File: config.mk
export PLATFORM = sky130hd
export DESIGN_NAME = watchdog_timeout_unit
export DESIGN_NICKNAME = d
export VERILOG_FILES = /design/src/rtl/watchdog_pkg.sv /design/src/rtl/watchdog_timeout_unit.sv
export SDC_FILE = /design/constraint.sdc
export NUM_CORES = 1
export LEC_CHECK = 0
export BUFFER_PORTS_ARGS = -buffer_cell sky130_fd_sc_hd__buf_2
export CORE_ASPECT_RATIO = 0.6
export CORE_UTILIZATION = 25
export CTS_BUF_LIST = sky130_fd_sc_hd__clkbuf_4 sky130_fd_sc_hd__clkbuf_8
export DETAILED_ROUTE_END_ITERATION = 6
export GPL_TIMING_DRIVEN = 0
export SETUP_SLACK_MARGIN = 0.3
export SLEW_MARGIN = 10
export SYNTH_ARGS = -nofsm -noshare
export SYNTH_HDL_FRONTEND = slang
export SYNTH_SLANG_ARGS = --single-unit
File: constraint.sdc
create_clock -name sys_clk_i -period 5.1 [get_ports sys_clk_i]
set_input_delay 1.02 -clock sys_clk_i [delete_from_list [all_inputs] [get_ports sys_clk_i]]
set_output_delay 1.02 -clock sys_clk_i [all_outputs]
set_load 0.02 [all_outputs]
File: src/rtl/watchdog_pkg.sv
// Constants, field layout and types shared by the watchdog timeout unit
package watchdog_pkg;
  // Counter structure
  localparam int PRESC_W    = 12;
  localparam int CNT_W      = 6;
  localparam int SHORT_W    = 7;
  localparam int SVC_CLR_LO = 4;
  localparam int POS_W      = CNT_W + PRESC_W;
  localparam int SPOS_W     = CNT_W + SHORT_W;

  // Timing counts in reference clock cycles
  localparam int TIMEOUT_LONG_CYC  = 262128;
  localparam int TIMEOUT_SHORT_CYC = 8176;
  localparam int POR_CLR_CYC       = 4096;
  localparam int RST_PULSE_CYC     = 32;

  // Register addresses
  localparam logic [15:0] SVC_ADDR   = 16'hffff;
  localparam logic [15:0] CFG_ADDR   = 16'hff1f;
  localparam logic [15:0] CAUSE_ADDR = 16'hff01;
  localparam logic [15:0] STAT_ADDR  = 16'hff20;
  localparam logic [15:0] MASK_ADDR  = 16'hff21;

  // Field positions
  localparam int CFG_DIS_BIT    = 0;
  localparam int CFG_STOPEN_BIT = 1;
  localparam int CFG_RATE_BIT   = 2;
  localparam int CAUSE_WDT_BIT  = 0;
  localparam int EV_OVF_BIT     = 0;
  localparam int EV_SVC_BIT     = 1;

  // Reset values
  localparam logic [7:0] CFG_RST   = 8'h00;
  localparam logic [7:0] CAUSE_RST = 8'h00;
  localparam logic [7:0] STAT_RST  = 8'h00;
  localparam logic [7:0] MASK_RST  = 8'h00;

  // Register bus request
  typedef struct packed {
    logic [15:0] addr;
    logic [7:0]  wdata;
    logic        wr;
    logic        rd;
  } bus_req_type;

  // Watchdog sequencing states
  typedef enum logic [1:0] {
    ST_RUN     = 2'b00,
    ST_STOPPED = 2'b01,
    ST_HOLD    = 2'b10
  } wdt_state_type;
endpackage

File: src/rtl/watchdog_timeout_unit.sv
// Watchdog timeout unit: prescaler, timeout counter, reset pulse and registers
`timescale 1ns/1ps
module watchdog_timeout_unit
  import watchdog_pkg::*;
#(
  parameter int TIMEOUT_LONG  = TIMEOUT_LONG_CYC,
  parameter int TIMEOUT_SHORT = TIMEOUT_SHORT_CYC
) (
  input  wire logic        sys_clk_i,
  input  wire logic        rst_i,
  input  wire bus_req_type bus_req_i,
  output logic [7:0]       rdata_o,
  input  wire logic [7:0]  reset_vec_lo_i,
  input  wire logic        internal_rst_i,
  input  wire logic        vec_fetch_i,
  input  wire logic        stop_req_i,
  input  wire logic        stop_exit_i,
  input  wire logic        monitor_mode_i,
  input  wire logic        break_active_i,
  input  wire logic        tv_irq_pin_i,
  input  wire logic        tv_rst_pin_i,
  output logic             rst_pin_o,
  output logic             rst_pin_oe_o,
  output logic             wdt_rst_o,
  output logic             event_irq_o
);

  localparam logic [POS_W-1:0]  LONG_LAST  = POS_W'(TIMEOUT_LONG - 1);
  localparam logic [SPOS_W-1:0] SHORT_LAST = SPOS_W'(TIMEOUT_SHORT - 1);
  localparam logic [12:0]       POR_LAST   = 13'(POR_CLR_CYC - 1);
  localparam logic [5:0]        HOLD_LAST  = 6'(RST_PULSE_CYC - 1);

  // Write-one-to-clear with set winning over a simultaneous clear
  function automatic logic [7:0] w1c(input logic [7:0] cur,
                                     input logic [7:0] set,
                                     input logic       wr,
                                     input logic [7:0] data);
    logic [7:0] keep;
    keep = wr ? (cur & ~data) : cur;
    return keep | set;
  endfunction

  wdt_state_type        state_ff;
  wdt_state_type        nxt_state;
  logic [PRESC_W-1:0]   presc_ff;
  logic [PRESC_W-1:0]   nxt_presc;
  logic [CNT_W-1:0]     cnt_ff;
  logic [CNT_W-1:0]     nxt_cnt;
  logic [5:0]           hold_cnt_ff;
  logic [12:0]          por_cnt_ff;
  logic                 por_done_ff;
  logic [7:0]           cfg_ff;
  logic [7:0]           cause_ff;
  logic [7:0]           stat_ff;
  logic [7:0]           mask_ff;
  logic [7:0]           rdata_ff;
  logic                 irq_ff;
  logic                 oe_ff;
  logic                 pin_ff;
  logic                 tv_irq_m_ff;
  logic                 tv_irq_s_ff;
  logic                 tv_rst_m_ff;
  logic                 tv_rst_s_ff;

  // Address decode
  wire wr_svc   = bus_req_i.wr && (bus_req_i.addr == SVC_ADDR);
  wire wr_cfg   = bus_req_i.wr && (bus_req_i.addr == CFG_ADDR);
  wire wr_cause = bus_req_i.wr && (bus_req_i.addr == CAUSE_ADDR);
  wire wr_stat  = bus_req_i.wr && (bus_req_i.addr == STAT_ADDR);
  wire wr_mask  = bus_req_i.wr && (bus_req_i.addr == MASK_ADDR);

  // Read selection; unmapped addresses read as zero
  wire [7:0] rd_sel =
    (bus_req_i.addr == SVC_ADDR)   ? reset_vec_lo_i :
    (bus_req_i.addr == CFG_ADDR)   ? cfg_ff :
    (bus_req_i.addr == CAUSE_ADDR) ? cause_ff :
    (bus_req_i.addr == STAT_ADDR)  ? stat_ff :
    (bus_req_i.addr == MASK_ADDR)  ? mask_ff : 8'h00;

  // Configuration fields
  wire cfg_dis    = cfg_ff[CFG_DIS_BIT];
  wire cfg_stopen = cfg_ff[CFG_STOPEN_BIT];
  wire cfg_rate   = cfg_ff[CFG_RATE_BIT];

  // Test-voltage pins are asynchronous, so two flops before use
  always_ff @(posedge sys_clk_i or posedge rst_i) begin
    if (rst_i) begin
      tv_irq_m_ff <= 1'b0;
      tv_irq_s_ff <= 1'b0;
      tv_rst_m_ff <= 1'b0;
      tv_rst_s_ff <= 1'b0;
    end else begin
      tv_irq_m_ff <= tv_irq_pin_i;
      tv_irq_s_ff <= tv_irq_m_ff;
      tv_rst_m_ff <= tv_rst_pin_i;
      tv_rst_s_ff <= tv_rst_m_ff;
    end
  end

  // Disable sources: software bit, monitor and break test voltage
  wire mon_off = monitor_mode_i && (tv_irq_s_ff || tv_rst_s_ff);
  wire brk_off = break_active_i && tv_rst_s_ff;
  wire wdt_off = cfg_dis || mon_off || brk_off;

  // Position in the timeout period, per rate
  wire [POS_W-1:0]  long_pos  = {cnt_ff, presc_ff};
  wire [SPOS_W-1:0] short_pos = {cnt_ff, presc_ff[SHORT_W-1:0]};
  wire at_limit = cfg_rate ? (short_pos == SHORT_LAST)
                           : (long_pos == LONG_LAST);
  wire tick = cfg_rate ? (&presc_ff[SHORT_W-1:0])
                       : (&presc_ff);

  // Power-on prescaler clear, one shot after release
  wire por_clr = !por_done_ff && (por_cnt_ff == POR_LAST);

  // Stop only honoured when enabled, so a stray stop cannot halt us
  wire stop_take = stop_req_i && cfg_stopen && (state_ff == ST_RUN);

  wire running = (state_ff == ST_RUN) && !wdt_off;

  // Overflow; a same-cycle service or internal reset wins
  wire ovf = running && at_limit && !wr_svc && !internal_rst_i;

  // Prescaler fully cleared by these sources
  wire presc_clr = internal_rst_i
                || vec_fetch_i
                || por_clr
                || stop_take
                || (state_ff != ST_RUN)
                || wdt_off || ovf;

  // Counter cleared; stop mode holds it instead
  wire cnt_clr = internal_rst_i || wr_svc || ovf
              || (state_ff == ST_HOLD) || wdt_off;

  // Prescaler next value; service keeps only the four low stages
  assign nxt_presc = presc_clr ? '0 :
                     wr_svc ? {{(PRESC_W-SVC_CLR_LO){1'b0}},
                               presc_ff[SVC_CLR_LO-1:0]} :
                     presc_ff + 1'b1;

  // Counter next value; wait mode has no effect here by design
  assign nxt_cnt = cnt_clr ? '0 :
                   (running && tick) ? cnt_ff + 1'b1 :
                   cnt_ff;

  // Sequencing: run, stopped, reset pulse
  always_comb begin
    nxt_state = state_ff;
    case (state_ff)
      ST_RUN: begin
        if (ovf) begin
          nxt_state = ST_HOLD;
        end else if (stop_take) begin
          nxt_state = ST_STOPPED;
        end
      end
      ST_STOPPED: begin
        if (stop_exit_i || internal_rst_i) begin
          nxt_state = ST_RUN;
        end
      end
      ST_HOLD: begin
        if (hold_cnt_ff == HOLD_LAST) begin
          nxt_state = ST_RUN;
        end
      end
      default: begin
        nxt_state = ST_RUN;
      end
    endcase
  end

  // Counters and state
  always_ff @(posedge sys_clk_i or posedge rst_i) begin
    if (rst_i) begin
      state_ff <= ST_RUN;
      presc_ff <= '0;
      cnt_ff   <= '0;
    end else begin
      state_ff <= nxt_state;
      presc_ff <= nxt_presc;
      cnt_ff   <= nxt_cnt;
    end
  end

  // Reset pulse length counter
  always_ff @(posedge sys_clk_i or posedge rst_i) begin
    if (rst_i) begin
      hold_cnt_ff <= 6'h00;
    end else if (state_ff == ST_HOLD) begin
      hold_cnt_ff <= hold_cnt_ff + 6'h01;
    end else begin
      hold_cnt_ff <= 6'h00;
    end
  end

  // Power-up delay counter
  always_ff @(posedge sys_clk_i or posedge rst_i) begin
    if (rst_i) begin
      por_cnt_ff  <= 13'h0000;
      por_done_ff <= 1'b0;
    end else if (!por_done_ff) begin
      por_cnt_ff  <= por_cnt_ff + 13'h0001;
      por_done_ff <= por_clr;
    end
  end

  // Software registers
  always_ff @(posedge sys_clk_i or posedge rst_i) begin
    if (rst_i) begin
      cfg_ff  <= CFG_RST;
      mask_ff <= MASK_RST;
    end else begin
      if (wr_cfg) begin
        cfg_ff <= bus_req_i.wdata;
      end
      if (wr_mask) begin
        mask_ff <= bus_req_i.wdata;
      end
    end
  end

  // Sticky flags; a new event beats a clear in the same cycle
  wire [7:0] ev_set = 8'((32'(ovf) << EV_OVF_BIT) | (32'(wr_svc) << EV_SVC_BIT));
  wire [7:0] cause_set = 8'(32'(ovf) << CAUSE_WDT_BIT);

  always_ff @(posedge sys_clk_i or posedge rst_i) begin
    if (rst_i) begin
      cause_ff <= CAUSE_RST;
      stat_ff  <= STAT_RST;
    end else begin
      cause_ff <= w1c(cause_ff, cause_set, wr_cause, bus_req_i.wdata);
      stat_ff  <= w1c(stat_ff, ev_set, wr_stat, bus_req_i.wdata);
    end
  end

  // Outputs, all registered; pin drive follows the hold state
  always_ff @(posedge sys_clk_i or posedge rst_i) begin
    if (rst_i) begin
      rdata_ff <= 8'h00;
      irq_ff   <= 1'b0;
      oe_ff    <= 1'b0;
      pin_ff   <= 1'b0;
    end else begin
      rdata_ff <= bus_req_i.rd ? rd_sel : 8'h00;
      irq_ff   <= |(stat_ff & mask_ff);
      oe_ff    <= (nxt_state == ST_HOLD);
      pin_ff   <= 1'b0;
    end
  end

  // Event line is a status summary, never a CPU vectored request
  assign event_irq_o  = irq_ff;
  assign rdata_o      = rdata_ff;
  assign rst_pin_o    = pin_ff;
  assign rst_pin_oe_o = oe_ff;
  assign wdt_rst_o    = oe_ff;
endmodule

# Word level (Yosys, flattened, before mapping)

Index checks and enable logic that the tools add are counted.

$add $sub $neg: 4
Equality and inequality tests: 13
Mux-type cells: 21
Bitwise operators: 7
Reductions and logical operators: 39

Operators with widths:

| kind                                                                     | number |
|---|---|
| 16-bit equality test (second input constant)                             | 5 |
| 8-bit two-way mux                                                        | 8 |
| 8-bit AND                                                                | 3 |
| 12-bit two-way mux                                                       | 2 |
| 18-bit equality test (second input constant)                             | 1 |
| 6-bit two-way mux                                                        | 3 |
| 1-bit logical AND                                                        | 15 |
| 1-bit logical OR                                                         | 14 |
| 13-bit by 1-bit adder with 13-bit output (second input constant)         | 1 |
| 13-bit by 12-bit equality test with 1-bit output (second input constant) | 1 |
| 13-bit equality test (second input constant)                             | 1 |
| 12-bit by 1-bit adder with 12-bit output (second input constant)         | 1 |
| 6-bit by 1-bit adder with 6-bit output (second input constant)           | 2 |
| 12-bit AND reduction                                                     | 1 |
| 2-bit two-way mux                                                        | 4 |
| 8-bit inverter                                                           | 1 |
| 8-bit by 1-bit bitwise OR with 8-bit output                              | 1 |
| 8-bit by 2-bit bitwise OR with 8-bit output                              | 1 |
| 8-bit OR reduction                                                       | 1 |
| 7-bit AND reduction                                                      | 1 |
| 6-bit by 5-bit equality test with 1-bit output (second input constant)   | 1 |
| 2-bit one-hot mux with 3 select lines                                    | 1 |
| 2-bit equality test (second input constant)                              | 2 |
| 1-bit zero test                                                          | 4 |
| other kinds (6)                                                          | 9 |

Register bits after elaboration: 86
Input port bits: 44
Output and inout bits: 12
Word-level logic and storage cells: 102

# Logic depth before layout (Yosys ltp)

Word-level depth: 13
Mapped depth: 7
Gate-level depth less buffers: 6

# Worst setup path after synthesis

OpenSTA, ideal clock, no wires.

Path type: input to register
From: input bus_req_i[15] in the netlist's numbering
To: register cfg_ff[0]
Library setup time: 125 ps
Arrival: 2138 ps
Data required time: 4975 ps
Setup slack: 2837 ps
Cell stages on the path: 4
Buffers on the path: 0
Cells stage by stage: nor3_1 nand2_1 nor3_4 mux2_2

Word-level cells in the longest chain between the ends: 2

Ends and longest elaborated chain:

| item                 | line                         | source |
|---|---|---|
| from (decl)          | watchdog_timeout_unit.sv:11  | `input wire bus_req_type bus_req_i,` |
| 16-bit equality test | watchdog_timeout_unit.sv:67  | `wire wr_cfg = bus_req_i.wr && (bus_req_i.addr == CFG_ADDR);` |
| 1-bit logical AND    | watchdog_timeout_unit.sv:67  |  |
| to (signal assigned) | watchdog_timeout_unit.sv:216 | `cfg_ff <= bus_req_i.wdata;` |
| to (decl)            | watchdog_timeout_unit.sv:52  | `logic [7:0] cfg_ff;` |

No other way between the ends.
A chain may end at the register's enable or synchronous reset.

# Worst setup path in the final report

From: input bus_req_i[15] in the netlist's numbering
To: register cause_ff[7]

Word-level cells in the longest chain between the ends: 4

Ends and longest elaborated chain:

| item                                        | line                         | source |
|---|---|---|
| 16-bit equality test                        | watchdog_timeout_unit.sv:68  | `wire wr_cause = bus_req_i.wr && (bus_req_i.addr == CAUSE_ADDR);` |
| 1-bit logical AND                           | watchdog_timeout_unit.sv:68  |  |
| 8-bit two-way mux                           | watchdog_timeout_unit.sv:39  | `keep = wr ? (cur & ~data) : cur;` |
| 8-bit by 1-bit bitwise OR with 8-bit output | watchdog_timeout_unit.sv:40  | `return keep \| set;` |
| to (signal assigned)                        | watchdog_timeout_unit.sv:233 | `cause_ff <= w1c(cause_ff, cause_set, wr_cause, bus_req_i.wdata);` |
| to (decl)                                   | watchdog_timeout_unit.sv:53  | `logic [7:0] cause_ff;` |

No other way between the ends.

==> key figures <==
Status
  • Status: completed

GRT
  • Initial antenna violation count: 1
  • Global route hottest layer: met2
  • Pin count of the biggest net entering global routing: between 50 and 60
  • Met3 GRT Util: 3.18%
  • GRT Overall Usage: 12.4%
  • Global-route wire length before repair: 15600 um
  • GRT overflow: 0
  • M2 GR Usage: 18.4%
  • Grt met1 use: 17.7%
  • Vias in the first global route: ~3000

Yosys
  • Syn nets: roughly 400
  • Synth unique cells: 54
  • Yosys reg bits: 86
  • Mapped cell area: roughly 0.0040 mm2
  • Post-Syn Area per Cell: between 10 and 15 um2
  • Post-synth ARST share: 100%
  • Synth Warn #: 0
  • Number of enable flip-flop cells after synthesis: 0
  • Gate Count Post-Synth: between 300 and 400
  • Synth Flop Type: dfrtp_1
  • Register area share after synthesis: a little over half

Floorplanning
  • CORE AREA: approximately 0.015 mm2
  • Initial core utilization: between 20% and 30%
  • Rows: 35
  • DIE AREA: approximately 0.016 mm2
  • Chip Height: approximately 100 um
  • Die width: about 170 um
  • IO Pins: 56

CTS
  • Worst-path clk slew: 70 ps
  • Clock Root Buffer: clkbuf_8
  • Hold Buf Count CTS: 0
  • Clock Sinks: 86
  • Post-CTS Setup Bufs: 0
  • TritonCTS clock tree: done
  • Post-CTS sizing: 0
  • Clock H-tree levels: 3
  • Worst skew pair latency: 350 ps
  • CTS Buf Count: 9
  • Clock Tree Buf Depth: 2

Finish
  • Storage cell area: between 0.002 and 0.0025 mm2
  • Most frequent cells in the layout: dfrtp_1, buf_2, nor2_1, nand2_1, xnor2_1
  • Post-Route Utilization: 30.7%
  • Commonest non-fill, non-tap cell in the layout: dfrtp_1
  • Area grow syn2layout: 19.1%
  • Fin nets: between 400 and 500
  • Layout fillers: around 1600
  • Antenna cells: 0
  • Share of cells above drive strength 1: 24.8%
  • Footprint of the multi-input gates: around 0.0018 mm2
  • Post-route cell area: between 0.004 and 0.005 mm2

Timing
  • Setup TNS: 0 ps
  • Skew final: approximately 9.1 ps
  • Final-report max-slew violation count: 0
  • Tcrit/Tclk final: between 50% and 60%
  • Setup WS post-layout: 2460 ps
  • Measured slew at the worst slew-check pin: 1150 ps
  • Final Hold Viols: 0
  • Final min period: approximately 2600 ps
  • Max-slew headroom: between 20% and 30%
  • Fmax: ~380 MHz
  • Final setup violation count: 0
  • RSZ-0062 raised after global routing: false

Route
  • WL/cell: approximately 15 um
  • Initial drt markers: roughly 140
  • Residual DRC: 0
  • WL final: around 9300 um
  • Post-DR vias/cell: around 4.7
  • Pre-Repair DR Iteration Count: 4
  • Via count: 2996
  • Antenna-violating nets left: 0

Setup path
  • Crit start category: primary input
  • Critical-path cell with the highest stage delay: nor3_1
  • WP data arrival: 2810 ps
  • Worst-path cell chain: buf_2 > nor3_1 > nand2_1 > nor3_1 > a21boi_0
  • R2R setup slack: 3120 ps
  • CP endpoint kind: flop
  • CP peak stage delay: 890 ps
  • Critical Path Fanout Max: 8
  • Critical path class: primary input to flop
  • Crit-path most repeated cell: nor3_1
  • Worst-case reg-to-reg path depth: 6
  • Req. time, crit path: roughly 5300 ps

Pwr
  • Sequential power share: a little under three fifths
  • Combinational share of power: 4.7%
  • Peak supply drop: slightly below 0.1 mV
  • Sw frac: between 20% and 30%
  • Clock power share: approximately two fifths
  • Pwr Density: between 200 and 300 mW/mm2
  • Sw power: 0.000268 W
  • LEAKAGE: ~2.1 nW
  • Cell-internal power: just under 0.001 W
  • Power, Total: between 0.001 and 0.0015 W

Placement
  • Post-DP HPWL: slightly above 7000 um
  • DP Worst Slack: 2070 ps
  • Port buffer count: 54
  • Placed Area: around 0.0045 mm2
  • Final RePlAce weighted congestion: 0.801

Worst hold path
  • Hold WC Path Type: flop to flop
  • Hold Crit Depth: 0

Flow run
  • Total of max-cap violations: 0
==> power by group through the flow <==
stage	Clock (W)	Combinational, W	Sequential [W]
after floorplan	0	0.0000235	0.000698
final	0.000493	0.0000576	0.000685
after global routing	0.000538	0.0000652	0.000685
after detailed placement	0	0.0000588	0.000698
after CTS	0.000508	0.0000590	0.000685
after global placement	0	0.0000547	0.000699
==> per-layer routing <==
layer	wire length [um]	part of all wire (%)
met5	12	0.13
met4	91	0.98
met3	740	7.9
met2	3990	43
met1	4490	48
==> critical path: cells and delay by family <==
family / cells / cell delay (ps)
and+or+nand+nor: 3 / 1400
AOI/OAI and AO/OA: 1 / 250
buffers and inverters: 1 / 130
==> logic make-up (layout without fill, tap and decap cells) <==
logic type | count (synthesis) | in the layout | share of synthesized area (%)
and+or+nand+nor | 137 | 137 | 19.6
buffers and inverters | 13 | 83 | 1.44
other | 1 | 1 | 0.0940
adders and majority gates | 4 | 4 | 1.25
AOI/OAI and AO/OA | 71 | 71 | 12.5
xor gates and xnor gates | 29 | 29 | 6.37
muxes | 17 | 17 | 4.80
DFF | 86 | 86 | 54.0
==> through the flow <==
step                      hold slack [ps]  instances
after floorplan                       331        358
after global placement                340        615
after detailed placement              338        616
after CTS                             356        631
after global routing                  378        631
final                                 354        631
==> registers in the layout (all words and copies together) (netlist names) <==
register      count
por_cnt_ff       13
presc_ff         12
cause_ff          8
cfg_ff            8
mask_ff           8
rdata_o           8
stat_ff           8
cnt_ff            6
hold_cnt_ff       6
state_ff          2
event_irq_o       1
por_done_ff       1
rst_pin_oe_o      1
tv_irq_m_ff       1
tv_irq_s_ff       1
tv_rst_m_ff       1
tv_rst_s_ff       1
==> worst paths after layout <==
check	start	endpoint
hold / removal	tv_irq_m_ff	tv_irq_s_ff
min in group asynchronous	rst_i	tv_rst_m_ff
setup / recovery	bus_req_i[15]	cause_ff[7]
hold reg to reg	tv_irq_m_ff	tv_irq_s_ff
max in group asynchronous	rst_i	hold_cnt_ff[0]
setup reg to reg	por_cnt_ff[0]	presc_ff[5]
==> synth_stat cells, types with 9 or more instances <==
| cell | count | share of area [%] |
|---|---|---|
| nand3_1 | 18 | 2.3 |
| o21ai_0 | 11 | 1.4 |
| xnor2_1 | 20 | 4.4 |
| and4_1 | 9 | 2.0 |
| nand2_1 | 26 | 2.4 |
| mux2_2 | 16 | 4.5 |
| xor2_1 | 9 | 2.0 |
| a21oi_1 | 10 | 1.3 |
| nor2_1 | 31 | 2.9 |
| dfrtp_1 | 86 | 54 |
| a21boi_0 | 14 | 2.6 |
| nand4_1 | 9 | 1.4 |
| nor3_1 | 14 | 1.8 |
==> cell type report <==
type,count,share of cell area [%]
plain buffers,5,0.579
clock buffers,12,3.48
clock inverters,3,0.895
inverters,8,0.685
multi-input cells,259,37.5
flip-flops and latches,86,45.3
well taps,203,5.35
repair buffers,55,6.27
No activity file was read; power rests on OpenSTA's default activity.
